--- config.mk ---
export PLATFORM = sky130hd
export DESIGN_NAME = clre_top
export DESIGN_NICKNAME = d
export VERILOG_FILES = /design/src/clre_pkg.sv /design/src/clre_stream_if.sv /design/src/clre_fifo.sv /design/src/clre_encoder.sv /design/src/clre_top.sv
export SDC_FILE = /design/constraint.sdc
export NUM_CORES = 2
export LEC_CHECK = 0
export BUFFER_PORTS_ARGS = -buffer_cell sky130_fd_sc_hd__buf_4
export CAP_MARGIN = 15
export CORE_MARGIN = 2
export CORE_UTILIZATION = 25
export CTS_CLUSTER_DIAMETER = 200
export DETAILED_ROUTE_END_ITERATION = 8
export PLACE_DENSITY = 0.38
export SYNTH_ARGS = -nofsm -noshare
export SYNTH_HDL_FRONTEND = slang
export SYNTH_HIERARCHICAL = 1
export SYNTH_SLANG_ARGS = --single-unit
--- constraint.sdc ---
create_clock -name SYS_CLK -period 19.4 [get_ports SYS_CLK]
set_input_delay 0.97 -clock SYS_CLK [delete_from_list [all_inputs] [get_ports SYS_CLK]]
set_output_delay 0.97 -clock SYS_CLK [all_outputs]
set_load 0.01 [all_outputs]
--- src/clre_pkg.sv ---
// shared constants, types and helpers for the current loop result encoder
`default_nettype none
package clre_pkg;
   localparam int unsigned CLRE_WORD_W = 16;
   localparam int unsigned CLRE_SET_WORDS = 10;
   localparam int unsigned CLRE_FIFO_DEPTH = 16;
   // word positions inside one result set
   localparam logic [3:0] IDX_LAST_WORD = 4'h9;
   localparam logic [3:0] IDX_RH = 4'h8;
   localparam logic [3:0] IDX_TEMP = 4'h9;
   localparam logic [15:0] NO_RESULT = 16'h8000;
   // loop currents in microamps
   localparam logic [15:0] UA_SYNC = 16'h0FA0;
   localparam logic [15:0] UA_IDLE = 16'h0FA0;
   localparam logic [15:0] UA_FIX_RH_BASE = 16'h0FA0;
   localparam logic [15:0] UA_FIX_CLASS_BASE = 16'h1388;
   localparam logic [15:0] UA_MUX_ZERO = 16'h1770;
   localparam logic [15:0] UA_CLASS_BASE = 16'h1B58;
   localparam logic [15:0] UA_TEMP_BASE = 16'h2710;
   localparam logic [15:0] UA_OVER = 16'h4E20;
   localparam logic [15:0] UA_NA = 16'h5DC0;
   localparam logic [15:0] UA_PER_MA = 16'h03E8;
   localparam logic [15:0] UA_HALF_MA = 16'h01F4;
   // code limits; class 00 is -1, table-2 code 000 is -2
   localparam logic signed [15:0] CLASS_MIN = -16'sh0001;
   localparam logic signed [15:0] CLASS_MAX = 16'sh000C;
   localparam logic signed [15:0] ISO_MAX = 16'sh001C;
   localparam logic signed [15:0] AS2_MIN = -16'sh0002;
   // slot counts
   localparam logic [3:0] N_CONTAM_CLASS = 4'h5;
   localparam logic [3:0] N_CONTAM_ISO = 4'h8;
   localparam logic [3:0] N_CONTAM_AS2 = 4'h7;
   localparam logic [3:0] N_MUX2_ISO = 4'h3;
   // reset values
   localparam logic [3:0] SLOT_RESET = 4'h0;
   localparam logic [15:0] UA_RESET = 16'h0FA0;

   typedef enum logic [1:0] {
      MODE_FIXED = 2'h0,
      MODE_MUX1 = 2'h1,
      MODE_MUX2 = 2'h2
   } clre_mode_type;

   typedef enum logic [2:0] {
      FMT_NAS = 3'h0,
      FMT_AS_T1 = 3'h1,
      FMT_ISO11218 = 3'h2,
      FMT_ISO4406 = 3'h3,
      FMT_AS_T2 = 3'h4
   } clre_fmt_type;

   typedef enum logic [3:0] {
      K_NA = 4'h0,
      K_SYNC = 4'h1,
      K_IDLE = 4'h2,
      K_FIX_CLASS = 4'h3,
      K_FIX_RH = 4'h4,
      K_CLASS = 4'h5,
      K_ISO = 4'h6,
      K_AS2 = 4'h7,
      K_RH = 4'h8,
      K_TEMP = 4'h9
   } clre_kind_type;

   // gray along fixed -> sync -> slot -> hold
   typedef enum logic [1:0] {
      ST_FIXED = 2'b00,
      ST_SYNC = 2'b01,
      ST_SLOT = 2'b11,
      ST_HOLD = 2'b10
   } clre_state_type;

   function automatic logic [15:0] clre_clamp(input int v);
      if (v < 0) begin
         return 16'h0000;
      end else if (v > int'(UA_NA)) begin
         return UA_NA;
      end
      return v[15:0];
   endfunction : clre_clamp

   function automatic logic [3:0] clre_n_contam(input clre_fmt_type f);
      case (f)
         FMT_ISO4406: return N_CONTAM_ISO;
         FMT_AS_T2: return N_CONTAM_AS2;
         default: return N_CONTAM_CLASS;
      endcase
   endfunction : clre_n_contam
endpackage : clre_pkg
`default_nettype wire

--- src/clre_stream_if.sv ---
// valid/ready word stream between the block's own modules
`default_nettype none
interface clre_stream_if #(parameter int unsigned WIDTH = 16) ();
   logic valid;
   logic ready;
   logic [WIDTH-1:0] data;
   modport src (output valid, output data, input ready);
   modport snk (input valid, input data, output ready);
endinterface : clre_stream_if
`default_nettype wire

--- src/clre_fifo.sv ---
// result word fifo with registered read data
`default_nettype none
module clre_fifo
   import clre_pkg::*;
#(
   parameter int unsigned WIDTH = 16,
   parameter int unsigned DEPTH = 16
) (
   input wire logic clk,
   input wire logic rst,
   clre_stream_if.snk in_s,
   clre_stream_if.src out_s
);
   localparam int unsigned PW = (DEPTH > 1) ? $clog2(DEPTH) : 1;
   localparam int unsigned CW = $clog2(DEPTH + 1);
   localparam logic [CW-1:0] CNT_FULL = CW'(DEPTH);

   logic [WIDTH-1:0] mem_q [DEPTH];
   logic [PW-1:0] wptr_q;
   logic [PW-1:0] rptr_q;
   logic [CW-1:0] cnt_q;
   logic [CW-1:0] cnt_d;
   logic ready_q;
   logic ovalid_q;
   logic [WIDTH-1:0] odata_q;
   logic push;
   logic pop;

   function automatic logic [PW-1:0] next_ptr(input logic [PW-1:0] p);
      return (p == PW'(DEPTH - 1)) ? '0 : PW'(p + 1'b1);
   endfunction : next_ptr

   assign push = in_s.valid && ready_q;
   // refill the output register whenever it is empty or being taken
   assign pop = (cnt_q != '0) && (!ovalid_q || out_s.ready);
   assign in_s.ready = ready_q;
   assign out_s.valid = ovalid_q;
   assign out_s.data = odata_q;

   always_comb begin
      cnt_d = cnt_q;
      if (push && !pop) begin
         cnt_d = CW'(cnt_q + 1'b1);
      end else if (pop && !push) begin
         cnt_d = CW'(cnt_q - 1'b1);
      end
   end

   always_ff @(posedge clk or posedge rst) begin
      if (rst) begin
         cnt_q <= '0;
         ready_q <= 1'b0;
         wptr_q <= '0;
         rptr_q <= '0;
      end else begin
         cnt_q <= cnt_d;
         ready_q <= (cnt_d < CNT_FULL);
         if (push) begin
            wptr_q <= next_ptr(wptr_q);
         end
         if (pop) begin
            rptr_q <= next_ptr(rptr_q);
         end
      end
   end

   always_ff @(posedge clk) begin
      if (push) begin
         mem_q[wptr_q] <= in_s.data;
      end
   end

   always_ff @(posedge clk or posedge rst) begin
      if (rst) begin
         ovalid_q <= 1'b0;
         odata_q <= '0;
      end else if (pop) begin
         ovalid_q <= 1'b1;
         odata_q <= mem_q[rptr_q];
      end else if (out_s.ready) begin
         ovalid_q <= 1'b0;
      end
   end
endmodule : clre_fifo
`default_nettype wire

--- src/clre_encoder.sv ---
// maps one parameter value to a loop current in microamps
`default_nettype none
module clre_encoder
   import clre_pkg::*;
(
   input wire clre_kind_type kind,
   input wire logic [15:0] value,
   output logic [15:0] ua
);
   always_comb begin
      int v;
      v = int'($signed(value));
      ua = UA_NA;
      // missing value is out of range
      if (value == NO_RESULT && kind != K_SYNC && kind != K_IDLE) begin
         ua = UA_NA;
      end else begin
         case (kind)
            K_SYNC: ua = UA_SYNC;
            K_IDLE: ua = UA_IDLE;
            K_FIX_CLASS: begin
               if (v > int'(CLASS_MAX)) ua = UA_OVER;
               else if (v < int'(CLASS_MIN)) ua = UA_NA;
               else ua = clre_clamp(int'(UA_FIX_CLASS_BASE) + v * int'(UA_PER_MA));
            end
            K_FIX_RH: ua = clre_clamp(int'(UA_FIX_RH_BASE) + (v * 8) / 5);
            K_CLASS: begin
               if (v > int'(CLASS_MAX)) ua = UA_OVER;
               else if (v < int'(CLASS_MIN)) ua = UA_NA;
               else ua = clre_clamp(int'(UA_CLASS_BASE) + v * int'(UA_PER_MA));
            end
            K_ISO: begin
               if (v > int'(ISO_MAX)) ua = UA_OVER;
               else if (v < 0) ua = UA_NA;
               else ua = clre_clamp(int'(UA_MUX_ZERO) + v * int'(UA_HALF_MA));
            end
            // six plus half of code plus two
            K_AS2: begin
               if (v > int'(CLASS_MAX)) ua = UA_OVER;
               else if (v < int'(AS2_MIN)) ua = UA_NA;
               else ua = clre_clamp(int'(UA_MUX_ZERO) + (v + 2) * int'(UA_HALF_MA));
            end
            // humidity scaled by 100 lands on microamps
            K_RH: ua = clre_clamp(int'(UA_MUX_ZERO) + v);
            K_TEMP: ua = clre_clamp(int'(UA_TEMP_BASE) + v);
            default: ua = UA_NA;
         endcase
      end
   end
endmodule : clre_encoder
`default_nettype wire

--- src/clre_top.sv ---
// current loop result encoder: result intake, frame sequencer, loop drive
`default_nettype none
module clre_top
   import clre_pkg::*;
#(
   parameter int unsigned WORD_W = CLRE_WORD_W,
   parameter int unsigned FIFO_DEPTH = CLRE_FIFO_DEPTH
) (
   input wire logic SYS_CLK,
   input wire logic RST,
   input wire logic [WORD_W-1:0] RESULT_DATA,
   input wire logic RESULT_VALID,
   output logic RESULT_READY,
   input wire logic ONE_SEC_TICK,
   input wire logic [1:0] CFG_MODE,
   input wire logic [2:0] CFG_FORMAT,
   output logic [15:0] LOOP_A_UA,
   output logic [15:0] LOOP_B_UA,
   output logic FRAME_SYNC
);
   clre_stream_if #(.WIDTH(WORD_W)) in_s ();
   clre_stream_if #(.WIDTH(WORD_W)) out_s ();

   logic [WORD_W-1:0] pend_q [CLRE_SET_WORDS];
   logic [WORD_W-1:0] snap_q [CLRE_SET_WORDS];
   logic [3:0] widx_q;
   logic pend_full_q;
   logic load;
   clre_mode_type mode_q;
   clre_fmt_type fmt_q;
   clre_mode_type mode_in;
   clre_fmt_type fmt_in;
   clre_state_type state_q;
   logic [3:0] slot_q;
   logic restart;
   logic frame_start;
   logic capture;
   logic [3:0] n_contam;
   logic [3:0] last_mux1;
   logic [3:0] last_mux2;
   logic [3:0] sel_idx;
   clre_kind_type kind_a;
   clre_kind_type kind_b;
   clre_kind_type contam_kind;
   logic [15:0] ua_a;
   logic [15:0] ua_b;
   logic [15:0] val_a;
   logic frame_start_sync_seen;

   ////////////////////////////////////////////////////////////////////////
   // intake: fifo, then assembly of a ten-word result set
   assign in_s.valid = RESULT_VALID;
   assign in_s.data = RESULT_DATA;
   assign RESULT_READY = in_s.ready;

   clre_fifo #(.WIDTH(WORD_W), .DEPTH(FIFO_DEPTH)) u_fifo (
      .clk(SYS_CLK),
      .rst(RST),
      .in_s(in_s.snk),
      .out_s(out_s.src)
   );

   // a finished set waits for its frame, so the fifo backs up meanwhile
   assign out_s.ready = !pend_full_q;
   assign load = out_s.valid && !pend_full_q;

   always_ff @(posedge SYS_CLK) begin
      if (load) begin
         pend_q[widx_q] <= out_s.data;
      end
   end

   always_ff @(posedge SYS_CLK or posedge RST) begin
      if (RST) begin
         widx_q <= SLOT_RESET;
         pend_full_q <= 1'b0;
      end else begin
         if (load) begin
            widx_q <= (widx_q == IDX_LAST_WORD) ? SLOT_RESET : 4'(widx_q + 1'b1);
         end
         if (load && widx_q == IDX_LAST_WORD) begin
            pend_full_q <= 1'b1;
         end else if (capture) begin
            pend_full_q <= 1'b0;
         end
      end
   end

   ////////////////////////////////////////////////////////////////////////
   // frame sequencer
   assign mode_in = clre_mode_type'(CFG_MODE);
   assign fmt_in = clre_fmt_type'(CFG_FORMAT);
   assign restart = (mode_in != mode_q) || (fmt_in != fmt_q);
   assign n_contam = clre_n_contam(fmt_q);
   assign last_mux1 = 4'(n_contam + 4'h2);
   assign last_mux2 = (fmt_q == FMT_ISO4406) ? 4'(N_MUX2_ISO - 1'b1) : SLOT_RESET;

   always_comb begin
      frame_start = 1'b0;
      if (restart) begin
         frame_start = (mode_in != MODE_FIXED);
      end else if (ONE_SEC_TICK) begin
         if (mode_q == MODE_MUX1 && state_q == ST_SLOT && slot_q == last_mux1) begin
            frame_start = 1'b1;
         end else if (mode_q == MODE_MUX2 && state_q == ST_HOLD) begin
            frame_start = 1'b1;
         end
      end
   end

   // capture only at frame start; fixed mode follows each new set
   assign capture = pend_full_q && (frame_start || (mode_q == MODE_FIXED && !restart));

   // power-up snapshot reads as no result, never as an unknown current
   always_ff @(posedge SYS_CLK or posedge RST) begin
      if (RST) begin
         snap_q <= '{default: WORD_W'(NO_RESULT)};
      end else if (capture) begin
         snap_q <= pend_q;
      end
   end

   always_ff @(posedge SYS_CLK or posedge RST) begin
      if (RST) begin
         mode_q <= MODE_FIXED;
         fmt_q <= FMT_NAS;
         state_q <= ST_FIXED;
         slot_q <= SLOT_RESET;
      end else if (restart) begin
         mode_q <= mode_in;
         fmt_q <= fmt_in;
         slot_q <= SLOT_RESET;
         case (mode_in)
            MODE_MUX1: state_q <= ST_SYNC;
            MODE_MUX2: state_q <= ST_SLOT;
            default: state_q <= ST_FIXED;
         endcase
      end else if (ONE_SEC_TICK) begin
         case (state_q)
            ST_SYNC: begin
               state_q <= ST_SLOT;
               slot_q <= 4'h1;
            end
            ST_SLOT: begin
               if (mode_q == MODE_MUX1) begin
                  // back to the marker after temperature
                  if (slot_q == last_mux1) begin
                     state_q <= ST_SYNC;
                     slot_q <= SLOT_RESET;
                  end else begin
                     slot_q <= 4'(slot_q + 1'b1);
                  end
               end else if (slot_q == last_mux2) begin
                  // final parameter gets a second tick
                  state_q <= ST_HOLD;
               end else begin
                  slot_q <= 4'(slot_q + 1'b1);
               end
            end
            ST_HOLD: begin
               state_q <= ST_SLOT;
               slot_q <= SLOT_RESET;
            end
            default: state_q <= ST_FIXED;
         endcase
      end
   end

   ////////////////////////////////////////////////////////////////////////
   // slot to parameter mapping
   always_comb begin
      case (fmt_q)
         FMT_ISO4406: contam_kind = K_ISO;
         FMT_AS_T2: contam_kind = K_AS2;
         default: contam_kind = K_CLASS;
      endcase
   end

   always_comb begin
      sel_idx = SLOT_RESET;
      kind_a = K_NA;
      kind_b = K_IDLE;
      case (mode_q)
         MODE_FIXED: begin
            // other formats get no fixed output
            kind_a = (fmt_q == FMT_NAS) ? K_FIX_CLASS : K_NA;
            kind_b = (fmt_q == FMT_NAS) ? K_FIX_RH : K_NA;
            sel_idx = (fmt_q == FMT_NAS) ? SLOT_RESET : IDX_RH;
         end
         MODE_MUX1: begin
            // B idles while A carries the frame
            kind_b = K_IDLE;
            if (state_q == ST_SYNC) begin
               kind_a = K_SYNC;
            end else if (slot_q == 4'(n_contam + 4'h1)) begin
               kind_a = K_RH;
               sel_idx = IDX_RH;
            end else if (slot_q == last_mux1) begin
               kind_a = K_TEMP;
               sel_idx = IDX_TEMP;
            end else begin
               kind_a = contam_kind;
               sel_idx = 4'(slot_q - 1'b1);
            end
         end
         MODE_MUX2: begin
            // overall code, or three cumulative codes
            kind_a = contam_kind;
            sel_idx = slot_q;
            kind_b = K_RH;
         end
         default: begin
            kind_a = K_NA;
            kind_b = K_NA;
         end
      endcase
   end

   assign val_a = snap_q[sel_idx];

   clre_encoder u_enc_a (
      .kind(kind_a),
      .value(val_a),
      .ua(ua_a)
   );

   clre_encoder u_enc_b (
      .kind(kind_b),
      .value(snap_q[IDX_RH]),
      .ua(ua_b)
   );

   ////////////////////////////////////////////////////////////////////////
   // registered loop drive
   // both loops driven every cycle
   always_ff @(posedge SYS_CLK or posedge RST) begin
      if (RST) begin
         LOOP_A_UA <= UA_RESET;
         LOOP_B_UA <= UA_RESET;
         FRAME_SYNC <= 1'b0;
      end else begin
         LOOP_A_UA <= ua_a;
         LOOP_B_UA <= ua_b;
         FRAME_SYNC <= (kind_a == K_SYNC);
      end
   end

   ////////////////////////////////////////////////////////////////////////
   // checks
   property p_sync_level;
      @(posedge SYS_CLK) disable iff (RST)
      (state_q == ST_SYNC) |=> (LOOP_A_UA == UA_SYNC) && FRAME_SYNC;
   endproperty
   a_sync_level: assert property (p_sync_level) else $error("sync level wrong");

   property p_no_result;
      @(posedge SYS_CLK) disable iff (RST)
      (mode_q == MODE_MUX1 && state_q == ST_SLOT && val_a == NO_RESULT)
         |=> (LOOP_A_UA == UA_NA);
   endproperty
   a_no_result: assert property (p_no_result) else $error("missing value not 24 mA");

   property p_fixed_other_fmt;
      @(posedge SYS_CLK) disable iff (RST)
      (mode_q == MODE_FIXED && fmt_q != FMT_NAS)
         |=> (LOOP_A_UA == UA_NA) && (LOOP_B_UA == UA_NA);
   endproperty
   a_fixed_other_fmt: assert property (p_fixed_other_fmt) else $error("fixed mode misused");

   property p_slot_on_tick;
      @(posedge SYS_CLK) disable iff (RST)
      (!ONE_SEC_TICK && !restart) |=> $stable(slot_q) && $stable(state_q);
   endproperty
   a_slot_on_tick: assert property (p_slot_on_tick) else $error("slot moved without tick");

   property p_wrap_to_sync;
      @(posedge SYS_CLK) disable iff (RST)
      (mode_q == MODE_MUX1 && state_q == ST_SLOT && slot_q == last_mux1 && ONE_SEC_TICK
         && !restart) |=> (state_q == ST_SYNC) ##1 (LOOP_A_UA == UA_SYNC);
   endproperty
   a_wrap_to_sync: assert property (p_wrap_to_sync) else $error("frame did not restart");

   property p_mux2_no_sync;
      @(posedge SYS_CLK) disable iff (RST)
      (mode_q == MODE_MUX2) |-> (state_q != ST_SYNC) && !frame_start_sync_seen;
   endproperty
   assign frame_start_sync_seen = (kind_a == K_SYNC) || (kind_b == K_TEMP);
   a_mux2_no_sync: assert property (p_mux2_no_sync) else $error("scheme 2 sent a marker");

   property p_snap_held;
      @(posedge SYS_CLK) disable iff (RST)
      (!capture) |=> $stable(snap_q[0]) && $stable(snap_q[IDX_TEMP]);
   endproperty
   a_snap_held: assert property (p_snap_held) else $error("set changed mid frame");

   property p_fixed_class12;
      @(posedge SYS_CLK) disable iff (RST)
      (mode_q == MODE_FIXED && fmt_q == FMT_NAS && val_a == 16'h000C)
         |=> (LOOP_A_UA == 16'h4268);
   endproperty
   a_fixed_class12: assert property (p_fixed_class12) else $error("class 12 not 17 mA");

   property p_range;
      @(posedge SYS_CLK) disable iff (RST)
      (mode_q != MODE_MUX1 || state_q != ST_SLOT || kind_a != K_TEMP)
         |=> (LOOP_A_UA <= UA_NA) && (LOOP_B_UA <= UA_NA) && (LOOP_B_UA >= UA_FIX_RH_BASE
         || LOOP_B_UA == 16'h0000);
   endproperty
   a_range: assert property (p_range) else $error("loop current out of span");
endmodule : clre_top
`default_nettype wire

# == Word level (Yosys, flattened, before mapping) ==
# Memories as Yosys holds them, arrays and structs flattened. A register that Yosys moved wholly into a read port is not among the register bits.
# Index checks and enable logic that the tools add are counted.
# op_classes
bitwise,2
shift,0
n_mux,183
n_reduce_logical,36
n_addsub,25
n_lt_le_gt_ge,42
div,2
n_mul,6
n_eq_ne,45
# ops
operator,n
$mux 16,63
$gt 32x16->1 const B,14
$lt 32x1->1 const B,14
$add 14x32->32 const A,8
$pmux 16 s8,2
$bwmux 160,1
$mul 16x8->24 const B,4
$mux 1,82
$add 13x32->32 const A,2
$bmux 16 s4,1
$demux 16 s4,1
$div 32x4->32 const B,2
$lt 16x1->1 const B,4
$mul 32x8->30 const B,2
$mux 4,15
$pmux 4 s3,4
$add 14x16->17 const A,2
$add 15x16->17 const A,2
$add 16x3->17 const B,2
$eq 16x16->1 const B,2
$eq 4x3->1 const B,8
$gt 16x5->1 const B,2
$gt 16x6->1 const B,2
$lt 16x2->1 const B,2
other kinds (40),100
# totals
ramBits,256
mem_bits_ro,0
latch_bits,0
out_inout_bits,34
register_bits,384
inputBits,25
memories,1
# mem_list
name,words,width,read_ports,rd_ports_with_merged_regs,wr,line_no,text
u_fifo.mem_q,16,16,1,1,1,clre_fifo.sv:18,logic [WIDTH-1:0] mem_q [DEPTH];

# == Longest topological paths before layout ==
# logic_depth
word_depth,27
ltp_mapped,71
mapped_depth_nobuf,60

# == Hierarchy ==
# Netlist, hierarchy kept.
# modules_own_cells
module,cells_each,seq_area_each_um2,instances,area_per_inst_um2
clre_top,926,10062.2,1,14512.7
clre_encoder (u_enc_a),1926,0.0,1,14307.5
clre_encoder (u_enc_b),1844,0.0,1,13779.5
clre_fifo,604,8463.1,1,11212.0

# == Worst setup path before layout ==
# No wires, ideal clock.
# synth_path
path_kind,register to register
startpoint,register fmt_q[0]
endpoint,register LOOP_A_UA[3]
arrival_ns,14.468
period_less_slack_ns,14.607
stages_incl_launch_ff,69
path_slack_ns,4.793
n_path_buf,11
path_cell_list,dfrtp_1 -> buf_6 -> and3b_1 -> buf_4 -> or4_1 -> a2bb2oi_1 -> o22a_1 -> a21boi_2 -> buf_6 -> buf_6 -> mux2i_1 -> nor2_1 -> a311o_1 -> buf_4 -> inv_2 -> clkbuf_1 -> clkbuf_1 -> buf_1 -> [... 33 more ...] -> ha_1 -> a41oi_2 -> nand4_1 -> o221ai_1 -> nand3_1 -> inv_1 -> ha_1 -> nand4_1 -> o21ai_0 -> xnor2_1 -> inv_1 -> ha_1 -> a311oi_1 -> and3_1 -> xnor2_2 -> o2111ai_1 -> a211oi_4 -> o32ai_1
# synth_between
elab_chain_cells,27
# synth_rtl
element,line_no,text
from (decl),clre_top.sv:30,clre_fmt_type fmt_q;
from (signal assigned),clre_top.sv:131,fmt_q <= fmt_in;
$eq 3x3->1 or $eq 3x2->1 (tied branches),clre_pkg.sv:83,case (f)
$pmux 4 s2,clre_pkg.sv:83,
$add 4x2->4,clre_top.sv:95,assign last_mux1 = 4'(n_contam + 4'h2);
$eq 4x4->1,clre_top.sv:198,end else if (slot_q == last_mux1) begin
$mux 4,clre_top.sv:198,
$mux 4,clre_top.sv:195,end else if (slot_q == 4'(n_contam + 4'h1)) begin
$mux 4,clre_top.sv:193,if (state_q == ST_SYNC) begin
$pmux 4 s3 (*),clre_top.sv:183,case (mode_q)
$not 4->5 (not written as such) (*),clre_top.sv:219,assign val_a = snap_q[sel_idx];
$bmux 16 s4 (*),clre_top.sv:219,
$mux 16 (not written as such) (*) (2 in a row),clre_top.sv:219,
via val_a[15],clre_top.sv:47,logic [15:0] val_a;
"parallel branches: the longest is 14 deep, another holds $div 32x4->32",--,
$mux 16 (*),clre_encoder.sv:15,if (value == NO_RESULT && kind != K_SYNC && kind != K_IDLE) begin
via ua_a[3],clre_top.sv:45,logic [15:0] ua_a;
to (signal assigned),clre_top.sv:242,LOOP_A_UA <= ua_a;
to (decl),clre_top.sv:17,"output logic [15:0] LOOP_A_UA,"
# Mark *: on every way through the listed nets, which the timed path passes. The select of a mux whose other input is x is not followed.
# A chain may end at the register's enable or synchronous reset.

# == Worst setup path after layout ==
# layout_path
startpoint,register slot_q[2]
endpoint,register LOOP_A_UA[3]
# layout_between
elab_chain_cells,24
# layout_rtl
element,line_no,text
from (decl),clre_top.sv:34,logic [3:0] slot_q;
from (signal assigned),clre_top.sv:151,slot_q <= 4'(slot_q + 1'b1);
from (signal assigned),clre_top.sv:157,slot_q <= 4'(slot_q + 1'b1);
$sub 4x1->4 or $eq 4x4->1 (tied branches),"clre_top.sv:203, clre_top.sv:198",
$mux 4,clre_top.sv:198,
$mux 4,clre_top.sv:195,
$mux 4,clre_top.sv:193,
$pmux 4 s3 (*),clre_top.sv:183,
$not 4->5 (not written as such) (*),clre_top.sv:219,
$bmux 16 s4 (*),clre_top.sv:219,
$mux 16 (not written as such) (*) (2 in a row),clre_top.sv:219,
via val_a[7],clre_top.sv:47,
"parallel branches: the longest is 14 deep, another holds $div 32x4->32",--,
$mux 16 (*),clre_encoder.sv:15,
via ua_a[3],clre_top.sv:45,
# Marked as above.

==> flow_metrics.tcl <==
set metrics [dict create \
    drive_above_1_share_pct 12.40 \
    endpoint_kind "flip-flop" \
    clock_sinks 656 \
    vias_per_cell 4.944 \
    overflow 0 \
    critPathMostFrequentCell "ha_1" \
    path_max_fanout 16 \
    finalSetupViolCount 0 \
    timing.final.crit_share_pct 89.70 \
    crit_path_start_kind "flip-flop" \
    drt-initial-drc-count 2611 \
    io_buffers 58 \
    core-area_um2 214200 \
    synthArstFlopShare_pct 36.59 \
    finalHoldViolCount 0 \
    clk_latency_ps 660 \
    cts_tree "built" \
    initial_core_util_pct 25.12 \
    worst_pin_slew_ps 1163 \
    synth-edff-count 416 \
    cts_root_buffer "clkbuf_16" \
    synth_flop_cell "edfxtp_1" \
    grt_pass1_vias 40940 \
    relSlewSlack_pct 21.91 \
    critPathMaxStageDelay_ps 790 \
    hold_path_class "primary input to asynchronous set/reset pin" \
    area_delta_synth_final_pct 11.78 \
    arrival_ps 17890 \
    cp.required_ps 19890 \
    dr_total_vias 40700 \
    status "complete, no violations" \
    netlist_instances 5300 \
    cts_hold_buffers 0 \
    cts_buffers 74 \
    ys_ff_latch 656 \
    grt_pass1_wl_mm 259.8 \
    setup_tns_ps 0 \
    layout_min_cycle_time_ps 17400 \
    ys_types 148 \
    syn-num-nets 5926 \
    dieArea_um2 219000 \
    gp_congestion 0.8546 \
    wl_mm 169.7 \
    dp_hpwl_mm 129.5 \
    htreeDepth 3 \
    chipWidth_um 467.9 \
    num_io_pins 59 \
    drv_slew 0 \
    row_count 170 \
    drtAntennaViolNets 0 \
    cts.repair.resized 0 \
    cts_buffer_depth 3 \
    max_freq_mhz 57.46 \
    path_class "flip-flop to flip-flop" \
    synth_warnings 6 \
    die_h_um 467.9 \
    clock_skew_ps 36.39 \
    antenna_found_initial 4 \
    grt_max_degree 118 \
    path_clk_slew_ps 60 \
    wl_per_cell_um 20.61 \
    syn-cell-area_um2 53810 \
    slowest_stage "or3_1" \
    max_cap_violations 0 \
    first_pass_iters 5 \
    rsz0062_at_grt "false" \
    yosysSeqAreaShare_pct 34.43 \
    final_nets 5959 \
    drc 0 \
    cts_setup_buffers 0 \
    avgSynthCellArea_um2 10.15 \
    grt.total_usage_pct 15.26 \
]
## layout by cell type, fill, tap and decap left out, types with 39 or more instances in the layout
master / n
nand2b_1: 40
o21ai_0: 265
nor2b_1: 39
mux2_2: 162
buf_4: 161
and2_1: 44
clkbuf_16: 74
edfxtp_1: 416
xor2_1: 56
nand2_1: 371
inv_1: 384
mux2i_1: 153
fa_1: 240
a211oi_1: 56
nor2_1: 387
and3_1: 40
dfrtp_1: 216
o22ai_1: 82
or3_1: 40
a21oi_1: 279
xnor2_1: 284
ha_1: 361
nand3_1: 139
a31oi_1: 59
nor3_1: 113
a21o_1: 45
nand4_1: 49
## kinds of logic (layout without fill, tap and decap cells)
group	Yosys count	after routing	synth area share, %
DFF	656	656	34.43
other	3	4	0.02092
and+or+nand+nor	1454	1454	13.46
adders and majority gates	603	603	17.36
AOI/OAI and AO/OA	1290	1290	16.58
buffers and inverters	600	693	4.841
muxes	351	351	7.710
xor gates and xnor gates	343	343	5.597
## cell type report
class	instances	area, µm²
sequential	656	18530
fill	22480	154000
inverter	396	1496
clock inverter	32	480.5
tap	2838	3551
clock buffer	104	2085
antenna	1	2.502
multi-input combinational	4044	32800
timing repair buffer	161	1209
## worst max-delay path, delay by kind of cell, from the launching register on
kind                       cells  cell delay (ps)
DFF                            1              610
buffers and inverters          5              900
adders and majority gates      6             1650
and+or+nand+nor               23             6260
xor gates and xnor gates       2              380
AOI/OAI and AO/OA             23             7330
## per-stage QoR
stage | hold slack (ps) | worst slack [ps] | utilization [%] | cell area [µm²] | cells
after floorplan | 455.3 | 4793 | - | 53810 | 5300
after global placement | 457.1 | 2423 | 26.88 | 57580 | 8095
after detailed placement | 463.5 | 2195 | 26.88 | 57580 | 8095
after CTS | 403.4 | 2160 | 28.08 | 60150 | 8231
after global routing | 418.6 | 360.4 | 28.08 | 60150 | 8232
final | 432.2 | 1998 | 28.08 | 60150 | 8232
## Yosys cell counts (27+ instances only)
library cell / instances / area share, %
o211ai_1: 34 / 0.47
or3_1: 40 / 0.47
a21boi_0: 38 / 0.53
and3_1: 40 / 0.47
nand2_1: 373 / 2.6
nand3_1: 139 / 1.3
mux4_2: 34 / 1.4
clkbuf_1: 95 / 0.66
edfxtp_1: 416 / 23
ha_1: 361 / 8.4
nor2b_1: 39 / 0.45
xor2_1: 56 / 0.91
fa_1: 240 / 8.9
nor4_1: 38 / 0.44
a21oi_1: 279 / 2.6
a21o_1: 45 / 0.63
nand2b_1: 40 / 0.47
a211oi_1: 56 / 0.78
a31oi_1: 59 / 0.69
o31ai_1: 33 / 0.46
or2_2: 27 / 0.31
o21a_1: 30 / 0.42
buf_2: 52 / 0.48
o22ai_1: 82 / 0.95
dfrtp_1: 218 / 10
nor2_1: 390 / 2.7
and2_1: 44 / 0.51
nor3_1: 119 / 1.1
mux2_2: 162 / 3.4
xnor2_1: 286 / 4.7
mux2i_1: 153 / 2.8
o21ai_1: 28 / 0.26
buf_6: 27 / 0.57
o21ai_0: 265 / 2.5
inv_1: 385 / 2.7
nand4_1: 49 / 0.57
## registers in the layout, summed over array words and instances (netlist names), 16 cells and up, named ones only
signal and cells:
u_fifo/out_s.data 16, snap_q 160, u_fifo/mem_q 256, LOOP_A_UA 16, LOOP_B_UA 16, pend_q 160
## per-layer routing
layer  vias up  track usage, %  part of all wire (%)
li1      19460               -                     -
met5         -               0                     0
met2       724           25.19                    47
met1     20370           21.39                    48
met4         0           2.678                   1.5
met3       141           2.024                   3.6
## path summary, 6_finish.rpt
path | cells past startpoint | end | slack (ps) | startpoint
worst min-delay path | 2 | LOOP_B_UA[15]$_DFF_PP0_ | 430 | RST
worst max-delay path | 59 | LOOP_A_UA[3]$_DFF_PP0_ | 2000 | slot_q[2]$_DFFE_PP0P_
max in group asynchronous | 3 | LOOP_A_UA[1]$_DFF_PP0_ | 17520 | RST
min in group SYS_CLK | 1 | mode_q[0]$_DFFE_PP0N_ | 460 | CFG_MODE[0]
worst min register to register | 1 | snap_q[55]$_DFFE_PP0P_ | 460 | pend_q[55]$_DFFE_PP_
worst max register to register | 59 | LOOP_A_UA[3]$_DFF_PP0_ | 2000 | slot_q[2]$_DFFE_PP0P_
Power is left out: the tool's default activity adds up to more than one toggle a clock period on the data nets, which glitch-free logic cannot reach.
